==> src/rtl/prqp_pkg.sv <==
// constants, types and register map of the receive queue pointer block
// Operation
// - capture acknowledgement high byte, read-only, reset zero
// - capture acknowledgement low byte, read-only, reset zero
// - auto-retry acknowledgements never enter the queue
// - five per-SOP flags set when ID stored
// - writing one clears that SOP's stored ID
// - software or protocol reset clears all flags
// - read/write packet size limit, reset 22h
// - seven-bit read index, reset zero, writable
// - read index write held until aux written
// - empty when packet start equals read index
// - flag read index at slot 127
// - read wrap bit toggles past 127
// - seven-bit write byte index, reset zero
// - full when write byte equals read index
// - flag and wrap toggle for write byte index
// - seven-bit packet start index, reset zero
// - drop oversize packet, set oversize status
package prqp_pkg;
	localparam logic [13:0] IDX_ACK_HIGH = 14'h1A4A;
	localparam logic [13:0] IDX_ACK_LOW = 14'h1A4B;
	localparam logic [13:0] IDX_MSGID = 14'h1A4C;
	localparam logic [13:0] IDX_SIZE_LIMIT = 14'h1A4D;
	localparam logic [13:0] IDX_RD = 14'h1A50;
	localparam logic [13:0] IDX_RD_AUX = 14'h1A51;
	localparam logic [13:0] IDX_WR = 14'h1A52;
	localparam logic [13:0] IDX_WR_AUX = 14'h1A53;
	localparam logic [13:0] IDX_START = 14'h1A54;
	localparam logic [13:0] IDX_RESET_CONTROL_REG = 14'h1A60;
	localparam logic [13:0] IDX_CONFIG = 14'h1A61;
	localparam logic [13:0] IDX_PKT_STATUS = 14'h1A62;
	localparam logic [7:0] SIZE_LIMIT_RESET = 8'h22;
	localparam logic [6:0] PTR_RESET = 7'h00;
	localparam logic [6:0] PTR_ONE = 7'h01;
	localparam logic [6:0] PTR_TOP = 7'h7F;
	localparam logic [7:0] LEN_ONE = 8'h01;
	localparam int FLAG_W = 5;
	localparam int BIT_WRAP = 0;
	localparam int BIT_AT_TOP = 1;
	localparam int BIT_EMPTY_FULL = 7;
	localparam int BIT_SOFTWARE_RESET_CMD = 0;
	localparam int BIT_PROTO_RESET = 1;
	localparam int BIT_AUTO_RETRY = 0;
	localparam int BIT_OVERSIZE = 3;
	localparam logic [1:0] RESP_OKAY = 2'h0;
	localparam logic [1:0] RESP_SLVERR = 2'h2;

	typedef struct packed {
		logic start;
		logic is_ack;
		logic byte_valid;
		logic [7:0] data;
		logic done;
		logic abort;
		logic [15:0] ack_msg;
		logic id_store;
		logic [2:0] sop_type;
	} prqp_rx_in_type;

	typedef struct packed {
		logic en;
		logic [6:0] addr;
		logic [7:0] data;
	} prqp_ram_wr_type;
endpackage

==> src/rtl/prqp_rx_queue.sv <==
// receive queue pointers, acknowledgement capture and ID flags behind AXI4-Lite
module prqp_rx_queue (
	input wire logic ref_clk,
	input wire logic rst_n,
	input wire logic [15:0] s_axi_awaddr,
	input wire logic s_axi_awvalid,
	output logic s_axi_awready,
	input wire logic [31:0] s_axi_wdata,
	input wire logic [3:0] s_axi_wstrb,
	input wire logic s_axi_wvalid,
	output logic s_axi_wready,
	output logic [1:0] s_axi_bresp,
	output logic s_axi_bvalid,
	input wire logic s_axi_bready,
	input wire logic [15:0] s_axi_araddr,
	input wire logic s_axi_arvalid,
	output logic s_axi_arready,
	output logic [31:0] s_axi_rdata,
	output logic [1:0] s_axi_rresp,
	output logic s_axi_rvalid,
	input wire logic s_axi_rready,
	input prqp_pkg::prqp_rx_in_type rx_in,
	input wire logic rd_consume,
	output prqp_pkg::prqp_ram_wr_type ram_wr,
	output logic [6:0] rd_addr,
	output logic queue_empty,
	output logic queue_full
);
	typedef enum logic [1:0] {
		PRQP_IDLE,
		PRQP_STORE,
		PRQP_SKIP
	} prqp_state_type;

	prqp_state_type state;
	logic aw_held;
	logic w_held;
	logic [13:0] aw_idx;
	logic [7:0] w_byte;
	logic w_lane0;
	logic wr_do;
	logic wr_hit;
	logic [7:0] ack_high;
	logic [7:0] ack_low;
	logic [4:0] msgid_flags;
	logic [7:0] size_limit;
	logic auto_retry;
	logic oversize;
	logic [6:0] rd_ptr;
	logic rd_wrap;
	logic [6:0] rd_temp;
	logic [6:0] cur_ptr;
	logic cur_wrap;
	logic [6:0] head_ptr;
	logic head_wrap;
	logic [7:0] pkt_len;
	logic sw_clear;
	logic rd_at_top;
	logic cur_at_top;
	logic [7:0] rd_byte;
	logic rd_hit;
	logic [6:0] next_cur;

	// both channels may arrive in either order; held until the write retires
	assign s_axi_awready = !aw_held;
	assign s_axi_wready = !w_held;
	assign s_axi_arready = !s_axi_rvalid;
	assign wr_do = aw_held && w_held && !s_axi_bvalid;

	always_ff @(posedge ref_clk) begin
		if (!rst_n) begin
			aw_held <= 1'b0;
			aw_idx <= 14'h0000;
		end else if (s_axi_awvalid && !aw_held) begin
			aw_held <= 1'b1;
			aw_idx <= s_axi_awaddr[15:2];
		end else if (wr_do) begin
			aw_held <= 1'b0;
		end
	end

	always_ff @(posedge ref_clk) begin
		if (!rst_n) begin
			w_held <= 1'b0;
			w_byte <= 8'h00;
			w_lane0 <= 1'b0;
		end else if (s_axi_wvalid && !w_held) begin
			w_held <= 1'b1;
			w_byte <= s_axi_wdata[7:0];
			w_lane0 <= s_axi_wstrb[0];
		end else if (wr_do) begin
			w_held <= 1'b0;
		end
	end

	always_comb begin
		unique case (aw_idx)
			prqp_pkg::IDX_ACK_HIGH, prqp_pkg::IDX_ACK_LOW, prqp_pkg::IDX_MSGID,
			prqp_pkg::IDX_SIZE_LIMIT, prqp_pkg::IDX_RD, prqp_pkg::IDX_RD_AUX,
			prqp_pkg::IDX_WR, prqp_pkg::IDX_WR_AUX, prqp_pkg::IDX_START,
			prqp_pkg::IDX_RESET_CONTROL_REG, prqp_pkg::IDX_CONFIG,
			prqp_pkg::IDX_PKT_STATUS: wr_hit = 1'b1;
			default: wr_hit = 1'b0;
		endcase
	end

	always_ff @(posedge ref_clk) begin
		if (!rst_n) begin
			s_axi_bvalid <= 1'b0;
			s_axi_bresp <= prqp_pkg::RESP_OKAY;
		end else if (wr_do) begin
			s_axi_bvalid <= 1'b1;
			s_axi_bresp <= wr_hit ? prqp_pkg::RESP_OKAY : prqp_pkg::RESP_SLVERR;
		end else if (s_axi_bready) begin
			s_axi_bvalid <= 1'b0;
		end
	end

	// a register write takes effect only through byte lane 0
	function automatic logic sw_write(input logic [13:0] idx);
		sw_write = wr_do && w_lane0 && (aw_idx == idx);
	endfunction

	// software and protocol reset commands are pulses, never stored
	assign sw_clear = sw_write(prqp_pkg::IDX_RESET_CONTROL_REG)
		&& (w_byte[prqp_pkg::BIT_SOFTWARE_RESET_CMD] || w_byte[prqp_pkg::BIT_PROTO_RESET]);

	always_ff @(posedge ref_clk) begin
		if (!rst_n) begin
			size_limit <= prqp_pkg::SIZE_LIMIT_RESET;
		end else if (sw_write(prqp_pkg::IDX_SIZE_LIMIT)) begin
			size_limit <= w_byte;
		end
	end

	always_ff @(posedge ref_clk) begin
		if (!rst_n) begin
			auto_retry <= 1'b0;
		end else if (sw_write(prqp_pkg::IDX_CONFIG)) begin
			auto_retry <= w_byte[prqp_pkg::BIT_AUTO_RETRY];
		end
	end

	// acknowledgements are captured only in auto-retry mode
	always_ff @(posedge ref_clk) begin
		if (!rst_n) begin
			ack_high <= 8'h00;
			ack_low <= 8'h00;
		end else if (rx_in.done && rx_in.is_ack && auto_retry) begin
			ack_high <= rx_in.ack_msg[15:8];
			ack_low <= rx_in.ack_msg[7:0];
		end
	end

	// a new store in the same cycle as a clear wins
	generate
		for (genvar i = 0; i < prqp_pkg::FLAG_W; i++) begin : g_flag
			always_ff @(posedge ref_clk) begin
				if (!rst_n) begin
					msgid_flags[i] <= 1'b0;
				end else if (rx_in.id_store && (rx_in.sop_type == 3'(i))) begin
					msgid_flags[i] <= 1'b1;
				end else if (sw_clear) begin
					msgid_flags[i] <= 1'b0;
				end else if (sw_write(prqp_pkg::IDX_MSGID) && w_byte[i]) begin
					msgid_flags[i] <= 1'b0;
				end
			end
		end
	endgenerate

	assign rd_at_top = (rd_ptr == prqp_pkg::PTR_TOP);
	assign cur_at_top = (cur_ptr == prqp_pkg::PTR_TOP);
	assign rd_addr = rd_ptr;
	// wrap bits tell a full lap from an equal index at rest
	assign queue_empty = (head_ptr == rd_ptr) && (head_wrap == rd_wrap);
	assign queue_full = (cur_ptr == rd_ptr) && (cur_wrap != rd_wrap);

	always_ff @(posedge ref_clk) begin
		if (!rst_n) begin
			rd_temp <= prqp_pkg::PTR_RESET;
		end else if (sw_write(prqp_pkg::IDX_RD)) begin
			rd_temp <= w_byte[6:0];
		end
	end

	always_ff @(posedge ref_clk) begin
		if (!rst_n) begin
			rd_ptr <= prqp_pkg::PTR_RESET;
			rd_wrap <= 1'b0;
		end else if (sw_write(prqp_pkg::IDX_RD_AUX)) begin
			rd_ptr <= rd_temp;
			rd_wrap <= w_byte[prqp_pkg::BIT_WRAP];
		end else if (rd_consume && !queue_empty) begin
			rd_ptr <= rd_ptr + prqp_pkg::PTR_ONE;
			if (rd_at_top) begin
				rd_wrap <= !rd_wrap;
			end
		end
	end

	assign next_cur = cur_ptr + prqp_pkg::PTR_ONE;

	// software writes to write indexes assume no packet is arriving
	always_ff @(posedge ref_clk) begin
		if (!rst_n) begin
			state <= PRQP_IDLE;
			cur_ptr <= prqp_pkg::PTR_RESET;
			cur_wrap <= 1'b0;
			head_ptr <= prqp_pkg::PTR_RESET;
			head_wrap <= 1'b0;
			pkt_len <= 8'h00;
		end else if (sw_write(prqp_pkg::IDX_WR)) begin
			cur_ptr <= w_byte[6:0];
		end else if (sw_write(prqp_pkg::IDX_WR_AUX)) begin
			cur_wrap <= w_byte[prqp_pkg::BIT_WRAP];
		end else if (sw_write(prqp_pkg::IDX_START)) begin
			head_ptr <= w_byte[6:0];
		end else begin
			unique case (state)
				PRQP_IDLE: begin
					if (rx_in.start) begin
						pkt_len <= 8'h00;
						state <= (rx_in.is_ack && auto_retry) ? PRQP_SKIP : PRQP_STORE;
					end
				end
				PRQP_STORE: begin
					if (rx_in.abort) begin
						cur_ptr <= head_ptr;
						cur_wrap <= head_wrap;
						state <= PRQP_IDLE;
					end else if (rx_in.done) begin
						head_ptr <= cur_ptr;
						head_wrap <= cur_wrap;
						state <= PRQP_IDLE;
					end else if (rx_in.byte_valid) begin
						if (pkt_len >= size_limit || queue_full) begin
							// rewind to the packet start
							cur_ptr <= head_ptr;
							cur_wrap <= head_wrap;
							state <= PRQP_SKIP;
						end else begin
							cur_ptr <= next_cur;
							if (cur_at_top) begin
								cur_wrap <= !cur_wrap;
							end
							pkt_len <= pkt_len + prqp_pkg::LEN_ONE;
						end
					end
				end
				PRQP_SKIP: begin
					if (rx_in.done || rx_in.abort) begin
						state <= PRQP_IDLE;
					end
				end
			endcase
		end
	end

	// sticky; a new oversize drop wins over a software clear
	always_ff @(posedge ref_clk) begin
		if (!rst_n) begin
			oversize <= 1'b0;
		end else if (state == PRQP_STORE && rx_in.byte_valid && !rx_in.done
			&& !rx_in.abort && pkt_len >= size_limit) begin
			oversize <= 1'b1;
		end else if (sw_write(prqp_pkg::IDX_PKT_STATUS) && w_byte[prqp_pkg::BIT_OVERSIZE]) begin
			oversize <= 1'b0;
		end
	end

	always_ff @(posedge ref_clk) begin
		if (!rst_n) begin
			ram_wr <= '0;
		end else begin
			ram_wr.en <= state == PRQP_STORE && rx_in.byte_valid && !rx_in.done
				&& !rx_in.abort && pkt_len < size_limit && !queue_full;
			ram_wr.addr <= cur_ptr;
			ram_wr.data <= rx_in.data;
		end
	end

	always_comb begin
		rd_byte = 8'h00;
		rd_hit = 1'b1;
		unique case (s_axi_araddr[15:2])
			prqp_pkg::IDX_ACK_HIGH: rd_byte = ack_high;
			prqp_pkg::IDX_ACK_LOW: rd_byte = ack_low;
			prqp_pkg::IDX_MSGID: rd_byte = {3'h0, msgid_flags};
			prqp_pkg::IDX_SIZE_LIMIT: rd_byte = size_limit;
			prqp_pkg::IDX_RD: rd_byte = {1'b0, rd_ptr};
			prqp_pkg::IDX_RD_AUX: begin
				rd_byte[prqp_pkg::BIT_EMPTY_FULL] = queue_empty;
				rd_byte[prqp_pkg::BIT_AT_TOP] = rd_at_top;
				rd_byte[prqp_pkg::BIT_WRAP] = rd_wrap;
			end
			prqp_pkg::IDX_WR: rd_byte = {1'b0, cur_ptr};
			prqp_pkg::IDX_WR_AUX: begin
				rd_byte[prqp_pkg::BIT_EMPTY_FULL] = queue_full;
				rd_byte[prqp_pkg::BIT_AT_TOP] = cur_at_top;
				rd_byte[prqp_pkg::BIT_WRAP] = cur_wrap;
			end
			prqp_pkg::IDX_START: rd_byte = {1'b0, head_ptr};
			prqp_pkg::IDX_RESET_CONTROL_REG: rd_byte = 8'h00;
			prqp_pkg::IDX_CONFIG: rd_byte[prqp_pkg::BIT_AUTO_RETRY] = auto_retry;
			prqp_pkg::IDX_PKT_STATUS: rd_byte[prqp_pkg::BIT_OVERSIZE] = oversize;
			default: rd_hit = 1'b0;
		endcase
	end

	always_ff @(posedge ref_clk) begin
		if (!rst_n) begin
			s_axi_rvalid <= 1'b0;
			s_axi_rdata <= 32'h00000000;
			s_axi_rresp <= prqp_pkg::RESP_OKAY;
		end else if (s_axi_arvalid && !s_axi_rvalid) begin
			s_axi_rvalid <= 1'b1;
			s_axi_rdata <= {24'h000000, rd_byte};
			s_axi_rresp <= rd_hit ? prqp_pkg::RESP_OKAY : prqp_pkg::RESP_SLVERR;
		end else if (s_axi_rready) begin
			s_axi_rvalid <= 1'b0;
		end
	end
endmodule
==> config.mk <==
export PLATFORM = sky130hd
export DESIGN_NAME = prqp_rx_queue
export DESIGN_NICKNAME = d
export VERILOG_FILES = /design/src/rtl/prqp_pkg.sv /design/src/rtl/prqp_rx_queue.sv
export SDC_FILE = /design/constraint.sdc
export NUM_CORES = 1
export LEC_CHECK = 0
export BUFFER_PORTS_ARGS = -buffer_cell sky130_fd_sc_hd__buf_2
export CORE_ASPECT_RATIO = 0.7
export CORE_MARGIN = 2
export CORE_UTILIZATION = 40
export CTS_BUF_LIST = sky130_fd_sc_hd__clkbuf_8 sky130_fd_sc_hd__clkbuf_16
export CTS_CLUSTER_DIAMETER = 100
export DETAILED_ROUTE_END_ITERATION = 6
export PLACE_DENSITY = 0.75
export SYNTH_ARGS = -nofsm -noshare
export SYNTH_HDL_FRONTEND = slang
export SYNTH_SLANG_ARGS = --single-unit
export TNS_END_PERCENT = 10
==> constraint.sdc <==
create_clock -name ref_clk -period 1.9 [get_ports ref_clk]
set_input_delay 0.57 -clock ref_clk [delete_from_list [all_inputs] [get_ports ref_clk]]
set_output_delay 0.57 -clock ref_clk [all_outputs]
set_load 0.01 [all_outputs]
==> summary.txt, run 1 <==
Yosys warning count: 0
fin crit period: 2.07 ns
Vias/cell: 5.33
post-route ant nets: 0
Setup violations, final: 21
antenna violations before repair: 0
Final Instance Area: 9240 um2
final worst path period share: 109%
Reg2Reg Setup Slack: -0.17 ns
synthesis-to-layout area growth: 37.8%
Power Density: 889 nW/um2
Worst setup SP type: flip-flop
distinct cell type count after synthesis: 78
WP data arrival: 2.35 ns
Ports: 175
Post-synth top cells: nand2_1 (129), dfxtp_1 (125), a21oi_1 (76)
number of I/O port buffers: 117
Max Clock Skew: 0.0112 ns
worst hold path type: primary input to flip-flop
first-pass GRT wire length: 32,900 um
Synth top area share: 37.3%
setup slack after layout: -0.166 ns
drt first-iter violations: 659
TNS Setup: -2.21 ns
Die ar.: 17,800 um2
Max IR drop VDD: 0.571 mV
H-tree depth: 4
Worst-path clk slew: 0.06 ns
CP Data Required Time: 2.19 ns
CTS tree: built
status: finished, violations left
Crit Path Category: flip-flop to flip-flop
Worst Path Max Fanout: 5
clock latency on the worst-skew pair: 0.42 ns
Avg Inst Size Synth: 8.27 um2
area post-placement: 8160 um2
post-synthesis sequential area ratio: 37.3%
grt ovf: 0
Core Box Area: 16,300 um2
number of max-cap violations: 0
via count: 6,778
total power: 0.00821 W
root buffer cell: clkbuf_16
failing checks: negative setup slack
CTS buffer count: 17
ys async rst share: 0%
Initial DRT Pass Iterations: 6
num rows: 39
RSZ-0062 raised after global routing: true
maximum clock frequency: 0.484 GHz
Die H: 112 um
starting density of the core: 41.0%
Max Buffers Root-to-Sink: 2
Seq cells post-synth: 125
Final GP Congestion: 0.908
cell with the most instances after synthesis: nand2_1
proportion of layout cells with a drive suffix above 1: 34.9%
Worst Setup End Kind: flip-flop
Clock Sinks: 125
Hold Buf Count CTS: 0
Final Hold Fails: 0
vias in the first global route: 6,301
drt wl/cell: 16.7 um
ys flop type: dfxtp_1
total global-route track usage: 23.2%
Final nets: 1,155
cell leakage power: 3.82 nW
dominant cell type by area after synthesis: dfxtp_1
ranking of synthesized cells by area: dfxtp_1 (37%), nand2_1 (7.2%), a21oi_1 (5.7%), nor2_1 (3.2%), buf_4 (3.1%)
Mapped Area: 6700 um2
max-slew violation count: 0
largest net degree at the start of global routing: 42
WL final: 21,200 um
Residual DRC: 0
Synth Instances: 810
Post-synth EDFFs: 0
DP HPWL: 14,900 um
Die Span X: 159 um
-- critical path, cell delays in order (launching register included) --
cell and delay, ns:
dfxtp_2 0.34, inv_2 0.05, ha_4 0.21, nor2b_4 0.12
o211ai_1 0.24, a31o_2 0.27, and3b_2 0.27, buf_12 0.14
mux2i_1 0.20, o22ai_1 0.09
-- timing repair --
| action | CTS | global route |
|---|---|---|
| cloned | 2 | 1 |
| endpoints found under the hold margin | 0 | 0 |
| setup buffers | 12 | 7 |
| endpoints found under the setup margin | 25 | 40 |
| pin swaps | 22 | 27 |
| resized for setup | 36 | 31 |
-- power by group --
group | leakage, nW | internal, W | switching [W]
clock network | 0.303 | 0.00214 | 0.00127
registers | 1.03 | 0.00277 | 0.000136
logic | 2.49 | 0.000877 | 0.00102
total | 3.82 | 0.00578 | 0.00243
-- layer usage --
metal	global-route usage (%)	vias to the layer above	routed length (um)
met3	5.84	35	1720
met4	6.61	0	367
met1	32.4	3188	9890
met5	0	-	0
met2	35.7	282	9250
li1	-	3273	-
-- placed cells by master, fill, tap and decap left out, types with 8 or more instances in the layout --
| cell | Yosys | final |
|---|---|---|
| a21oi_1 | 76 | 72 |
| nand3_1 | 22 | 22 |
| clkbuf_16 | 0 | 18 |
| buf_2 | 14 | 117 |
| dfxtp_1 | 125 | 106 |
| xnor2_1 | 20 | 15 |
| nor2_1 | 57 | 53 |
| and3_1 | 8 | 8 |
| inv_1 | 18 | 18 |
| o21ai_0 | 41 | 39 |
| nor2_2 | 4 | 8 |
| ha_1 | 14 | 9 |
| and2_1 | 17 | 17 |
| nand4_1 | 11 | 11 |
| buf_4 | 28 | 120 |
| dfxtp_2 | 0 | 14 |
| nor2b_1 | 15 | 14 |
| conb_1 | 1 | 26 |
| or3_1 | 9 | 8 |
| a22oi_1 | 13 | 13 |
| mux2i_1 | 19 | 18 |
| nand2_1 | 129 | 127 |
-- worst paths after layout --
check | startpoint | end | cells past startpoint
worst max-delay path | size_limit[1] | cur_ptr[0] | 9
worst min-delay path | s_axi_rready | s_axi_rvalid | 2
worst max register to register | size_limit[1] | cur_ptr[0] | 9
worst min register to register | s_axi_rdata[2] | s_axi_rdata[2] | 2
-- area by class of cell --
type | count | area, um2
fill | 1447 | 7110
inverter | 18 | 67.6
timing repair buffer | 248 | 1680
clock buffer | 19 | 453
tap | 225 | 282
sequential | 125 | 2540
multi-input combinational | 622 | 4050
antenna | 1 | 2.50
clock inverter | 13 | 165
-- per-stage QoR --
stage	cells	utilization, %	hold slack (ns)	setup WS [ns]
2_1_floorplan	835	-	0.432	-0.0541
4_1_cts	1262	55.4	0.335	-0.143
3_5_place_dp	1216	49.9	0.444	-0.300
5_1_grt	1270	56.5	0.335	-0.283
6_report	1271	56.5	0.341	-0.166
3_3_place_gp	1216	49.9	0.440	-0.286
-- sequential cells by signal, indices dropped and copies added (netlist names), 2 cells and up --
name	cells
rd_temp	7
ack_low	8
w_byte	8
head_ptr	7
aw_idx	14
rd_addr	7
s_axi_rdata	8
cur_ptr	7
size_limit	8
pkt_len	8
state	2
msgid_flags	5
ack_high	8
ram_wr	16
-- cells by family after synthesis --
logic type	count (synthesis)	share of synthesized area, %
xor+xnor	27	3.53
simple gates	325	25.2
mux	26	4.35
compound gates	202	19.6
fa+ha+maj	14	2.61
flops	125	37.3
buf+inv	90	7.24
other cells	1	0.0559
Note: power is estimated with default switching activity, not from simulation.
==> inputs of run 2 (changes only) <==
- ABC_CLOCK_PERIOD_IN_PS: default -> 1900
- PLACE_DENSITY: 0.75 -> 0.66
- SLEW_MARGIN: default -> 20
==> run 2 against run 1 <==
  * Sequential cell count unchanged
  * Sequential power about the same
  * The flow still finishes with violations (negative setup slack)
  * Non-clock buffer count fell by 5
  * Global-route usage is 0.14 points lower
  * Power grew 0.21%
  * Clock-buffer cell count unchanged
  * Clock power about the same
  * Final cell count down 0.63%
==> summary.txt, run 2 (same netlist as run 1, synthesis figures left out) <==
status: finished, violations left
failing checks: negative setup slack
Slew headroom: 57.8%
Final Hold Fails: 0 (unchanged)
Power Density: 899 nW/um2 (+1.2%)
Max Buffers Root-to-Sink: 2 (unchanged)
Initial DRT Pass Iterations: 5 (-1)
clock share of power: 41.7% (about the same)
antenna violations before repair: 0 (unchanged)
FF-to-FF path depth: 9 (unchanged)
reg-to-reg startpoint: size_limit[1]
Core Box Area: 16,300 um2 (unchanged)
most common cell after layout, fill and taps aside: nand2_1
CTS buffer count: 17 (unchanged)
Max IR drop VDD: 0.533 mV (-6.7%)
Hold Crit Depth: 2 (unchanged)
number of max-cap violations: 0 (unchanged)
drt first-iter violations: 677 (+2.7%)
WL final: 20,500 um (-3.2%)
Fin Hold WS: 0.337 ns (-0.00388 ns)
switching part of the total: 28.5% (-1.1 points)
final core utilization: 56.0% (-0.53 points)
biggest regs: ram_wr (16), aw_idx (14)
vias in the first global route: 6,018 (-4.5%)
Ports: 175 (unchanged)
final worst path period share: 109% (+0.16 points)
CP Data Required Time: 1.33 ns (-0.86 ns)
met3 usage: 5.88% (+0.037 points)
Residual DRC: 0 (unchanged)
Final GP Congestion: 0.944 (+4.0%)
Switch Pwr: 0.00234 W (-3.6%)
Clock Sinks: 125 (unchanged)
first-pass GRT wire length: 32,300 um (-1.7%)
total global-route track usage: 23.1% (-0.14 points)
drt wl/cell: 16.3 um (-2.6%)
P_int: 0.00589 W (+1.8%)
Worst Setup End Kind: output pin
Hold Buf Count CTS: 0 (unchanged)
Die Span X: 159 um (unchanged)
num rows: 39 (unchanged)
DP HPWL: 14,900 um (about the same)
max-slew violation count: 0 (unchanged)
Max Clock Skew: 0.00693 ns (-0.00430 ns)
Final nets: 1,149 (-0.52%)
Crit Path Category: flip-flop to output pin
Setup violations, final: 21 (unchanged)
hold path start: s_axi_rready
number of I/O port buffers: 117 (unchanged)
routing usage on met2: 34.0% (-1.7 points)
Die ar.: 17,800 um2 (unchanged)
most frequent cells in the layout: nand2_1 (129), buf_4 (118), buf_2 (117)
proportion of layout cells with a drive suffix above 1: 34.3% (-0.63 points)
Slew @ Worst Pin: 0.632 ns
Ant. Diodes: 0 (-1)
clock latency on the worst-skew pair: 0.42 ns (about the same)
worst hold path type: primary input to flip-flop
Top reg by flops: ram_wr
gr busiest metal: met2
via count: 6,643 (-2.0%)
setup slack after layout: -0.169 ns (-0.00302 ns)
Worst Path Max Fanout: 3 (-2)
Die H: 112 um (unchanged)
WP data arrival: 1.50 ns (-0.85 ns)
TNS Setup: -1.41 ns (+0.798 ns)
RSZ-0062 raised after global routing: true
post-route ant nets: 0 (unchanged)
maximum clock frequency: 0.483 GHz (-0.15%)
grt ovf: 0 (unchanged)
fin crit period: 2.07 ns (+0.00302 ns)
max FFs per register: 16 (unchanged)
synthesis-to-layout area growth: 36.5%
Vias/cell: 5.26 (-1.4%)
root buffer cell: clkbuf_16
Gate power share: 23.0% (about the same)
Worst setup SP type: flip-flop
largest net degree at the start of global routing: 38 (-9.5%)
Hold EP: s_axi_rvalid
register share of total power: 35.3% (about the same)
starting density of the core: 41.0% (unchanged)
GR Util met1: 33.8% (+1.4 points)
CTS tree: built
cell leakage power: 3.78 nW (-1.0%)
Reg2Reg Setup Slack: -0.12 ns (+0.05 ns)
reg-to-reg endpoint: pkt_len[4]
H-tree depth: 4 (unchanged)
total power: 0.00823 W (+0.21%)
Worst-path clk slew: 0.05 ns (about the same)
-- run 2: cell count changes in the layout (fill, tap and decap cells not counted), sizes merged --
| cell | before | now |
|---|---|---|
| bufinv | 3 | 4 |
| buf | 247 | 242 |
| o21ai | 47 | 46 |
| clkinvlp | 2 | 3 |
| diode | 1 | 0 |
| inv | 22 | 19 |
-- run 2: final cells by class --
type / count / area [um2]
Clock buffer: 19 / 453
Clock inverter: 12 / 170
Fill cell: 1504 / 7200
Inverter: 18 / 67.6
Multi-Input combinational cell: 621 / 4030
Sequential cell: 125 / 2540
Tap cell: 225 / 282
Timing Repair Buffer: 243 / 1610
-- run 2: how the worst max path moves through the flow --
stage	startpoint	endpoint	slack, ns	depth (start not counted)
2_1_floorplan	s_axi_araddr[15]	s_axi_rdata[4]	-0.05	7
3_3_place_gp	s_axi_araddr[15]	s_axi_rdata[5]	-0.28	8
3_5_place_dp	s_axi_araddr[15]	s_axi_rdata[5]	-0.28	8
4_1_cts	rd_wrap	queue_empty	-0.13	4
5_1_grt	cur_ptr[4]	queue_full	-0.23	4
6_report	rd_wrap	queue_full	-0.17	4
-- run 2: what timing repair did --
item / 4_1_cts / 5_1_grt
gates cloned: 2 / 0
pin swaps: 22 / 25
buffers inserted: 16 / 2
setup endpoints to repair: 18 / 40
gates resized for setup: 36 / 25
-- run 2: through the flow --
step,instances,cell area (um2),worst slack [ns]
after floorplan,835,6830,-0.0541
after global placement,1215,8140,-0.279
after detailed placement,1215,8140,-0.275
after CTS,1264,9050,-0.132
after global routing,1263,9150,-0.230
final,1263,9150,-0.169
-- run 2: worst max-delay path, stage by stage (launching register included) --
cell and delay (ns):
dfxtp_4 0.37, xor2_2 0.19, nand4_1 0.16, nor2_2 0.20, buf_2 0.16
-- run 2: power by group through the flow --
stage | registers, W | logic, W | clock network (W)
2_1_floorplan | 0.00295 | 0.00101 | 0
3_5_place_dp | 0.00294 | 0.00162 | 0
6_report | 0.00290 | 0.00189 | 0.00343
3_3_place_gp | 0.00294 | 0.00161 | 0
4_1_cts | 0.00289 | 0.00184 | 0.00347
5_1_grt | 0.00292 | 0.00205 | 0.00360
-- run 2: routing by layer --
metal	share of wire [%]	vias to the layer above	wire length (um)
met3	8.7	15	1780
met5	0	-	0
li1	-	3253	-
met1	48	3097	9850
met4	0.92	0	189
met2	42	278	8730
==> inputs of run 3 (changes only) <==
- REMOVE_ABC_BUFFERS: default -> 1
==> run 3 against run 2 <==
  * The flow still finishes with violations (negative setup slack)
  * Clock power shrank 2%
  * Global-route usage fell by 0.12 points
  * Register-to-register slack got worse by 0.04 ns
  * Clock skew is 0.0029 ns higher
  * Worst setup slack worse by 0.035 ns
  * Sequential cell count is the same
  * Largest power group unchanged
  * Highest routed layer unchanged
==> summary.txt, run 3 (same netlist as run 1, synthesis figures left out) <==
status: finished, violations left
failing checks: negative setup slack
number of I/O port buffers: 117 (unchanged)
Die Span X: 159 um (unchanged)
Slew @ Worst Pin: 0.597 ns (-0.0351 ns)
root buffer cell: clkbuf_16
Power Density: 886 nW/um2 (-1.5%)
cell leakage power: 3.82 nW (+0.84%)
Worst setup SP type: flip-flop
Die ar.: 17,800 um2 (unchanged)
Max Clock Skew: 0.00987 ns (+0.00294 ns)
WP data arrival: 1.53 ns (+0.03 ns)
crit path max-delay cell type: dfxtp_2
grt ovf: 0 (unchanged)
Place WS: -0.435 ns (-0.160 ns)
Top delay family on crit path: flip-flops
Final Hold Fails: 0 (unchanged)
antenna violations before repair: 0 (unchanged)
Worst-path clk slew: 0.06 ns (about the same)
FF-to-FF path depth: 9 (unchanged)
drt first-iter violations: 587 (-13%)
Ports: 175 (unchanged)
setup slack after layout: -0.204 ns (-0.0347 ns)
Reg2Reg Setup Slack: -0.16 ns (-0.04 ns)
area post-placement: 8200 um2 (+0.74%)
Final GP Congestion: 0.926 (-1.9%)
WL final: 20,700 um (+0.86%)
fin crit period: 2.10 ns (+0.0347 ns)
Ant. Diodes: 0 (unchanged)
Crit Path Category: flip-flop to output pin
final worst path period share: 111% (+1.8 points)
biggest regs: ram_wr (16), aw_idx (14)
Worst Setup End Kind: output pin
crit path from: cur_wrap
drt wl/cell: 16.3 um (about the same)
Max IR drop VDD: 0.545 mV (+2.3%)
critical path depth: 5 (+1)
via count: 6,662 (+0.29%)
Hold Buf Count CTS: 0 (unchanged)
starting density of the core: 41.0% (unchanged)
Top reg by flops: ram_wr
RSZ-0062 raised after global routing: true
Setup violations, final: 21 (unchanged)
proportion of layout cells with a drive suffix above 1: 34.9% (+0.63 points)
clock latency on the worst-skew pair: 0.43 ns (about the same)
DP HPWL: 14,900 um (-0.15%)
Final nets: 1,158 (+0.78%)
reg-to-reg startpoint: size_limit[1]
Vias/cell: 5.23 (-0.50%)
H-tree depth: 4 (unchanged)
num rows: 39 (unchanged)
Slew headroom: 60.1% (+2.3 points)
vias in the first global route: 6,320 (+5.0%)
Initial DRT Pass Iterations: 7 (+2)
post-route ant nets: 0 (unchanged)
crit path to: queue_full
Clock Sinks: 125 (unchanged)
Placed Cells: 1,226 (+0.91%)
CP max stage delay: 0.36 ns (about the same)
max-slew violation count: 0 (unchanged)
number of max-cap violations: 0 (unchanged)
Residual DRC: 0 (unchanged)
Worst Path Max Fanout: 2 (-1)
total global-route track usage: 23.0% (-0.12 points)
CTS buffer count: 17 (unchanged)
CTS tree: built
Final Instance Area: 9230 um2 (+0.90%)
reg-to-reg endpoint: pkt_len[5]
Finished Layout Cells: 1,273 (+0.79%)
maximum clock frequency: 0.475 GHz (-1.6%)
first-pass GRT wire length: 32,600 um (+0.81%)
synthesis-to-layout area growth: 37.7%
CP Data Required Time: 1.33 ns (about the same)
worst hold path type: primary input to flip-flop
Max Buffers Root-to-Sink: 2 (unchanged)
critical path, cell by cell: xor2_1 -> nand4_1 -> buf_4 -> nor2_4 -> buf_6
Core Box Area: 16,300 um2 (unchanged)
max FFs per register: 16 (unchanged)
Die H: 112 um (unchanged)
largest net degree at the start of global routing: 58 (+53%)
most common cell after layout, fill and taps aside: nand2_1
total power: 0.00818 W (-0.59%)
CP Buf/Inv Count: 2 (+1)
most frequent cells in the layout: nand2_1 (129), buf_4 (121), buf_2 (116)
==> run 3: changes by cell type in the layout (fill, tap and decap cells not counted), moves of 3 or more <==
cell      previous run  this run
clkinv_4             1         4
dfxtp_1            107       111
buf_4              118       121
or3_4                1         4
dfxtp_4              6         0
buf_6                3        10
a21oi_2              4         7
a21oi_1             72        69
or3_1                8         5
==> run 3: layout make-up <==
class,instances,area [um2]
timing repair buffer,252,1710
tap,225,282
multi-input combinational,621,4050
inverter,18,67.6
sequential,125,2520
fill,1456,7120
clock inverter,14,170
clock buffer,18,439
==> run 3: per-layer routing <==
layer / wire (um) / vias up / track usage [%]
met5: 0 / - / 0
met4: 239 / 0 / 5.81
met3: 1730 / 25 / 5.80
met2: 8850 / 274 / 35.2
met1: 9900 / 3084 / 32.4
li1: - / 3279 / -
==> run 3: metrics by stage <==
stage          TNS (ns)  hold WS, ns  util (%)
3_5_place_dp      -5.71        0.446      50.2
5_1_grt           -4.06        0.327      56.5
6_report          -1.89        0.319      56.5
2_1_floorplan    -14.14        0.432         -
3_3_place_gp      -4.54        0.437      50.2
4_1_cts           -1.11        0.315      55.3
==> run 3: repair_timing <==
item                                    CTS  global route
buffers inserted                         10             3
endpoints found under the setup margin   24            32
pin swaps                                24            14
gates cloned                              1             1
gates resized for setup                  33            35
==> run 3: worst min path at each step <==
stage                   startpoint        endpoint  slack [ns]  cells past startpoint
global route          s_axi_rready    s_axi_rvalid        0.33                      2
detailed placement  s_axi_rdata[2]  s_axi_rdata[2]        0.45                      2
global placement    s_axi_rdata[2]  s_axi_rdata[2]        0.44                      2
CTS                   s_axi_rready    s_axi_rvalid        0.31                      2
finish                s_axi_rready    s_axi_rvalid        0.32                      2
floorplan               ack_low[1]      ack_low[1]        0.43                      2
==> run 3: report_power, final <==
| group | switching [W] | internal (W) | total, W |
|---|---|---|---|
| Sequential | 0.000125 | 0.00277 | 0.00289 |
| Combinational | 0.00104 | 0.000886 | 0.00193 |
| Clock | 0.00126 | 0.00210 | 0.00336 |
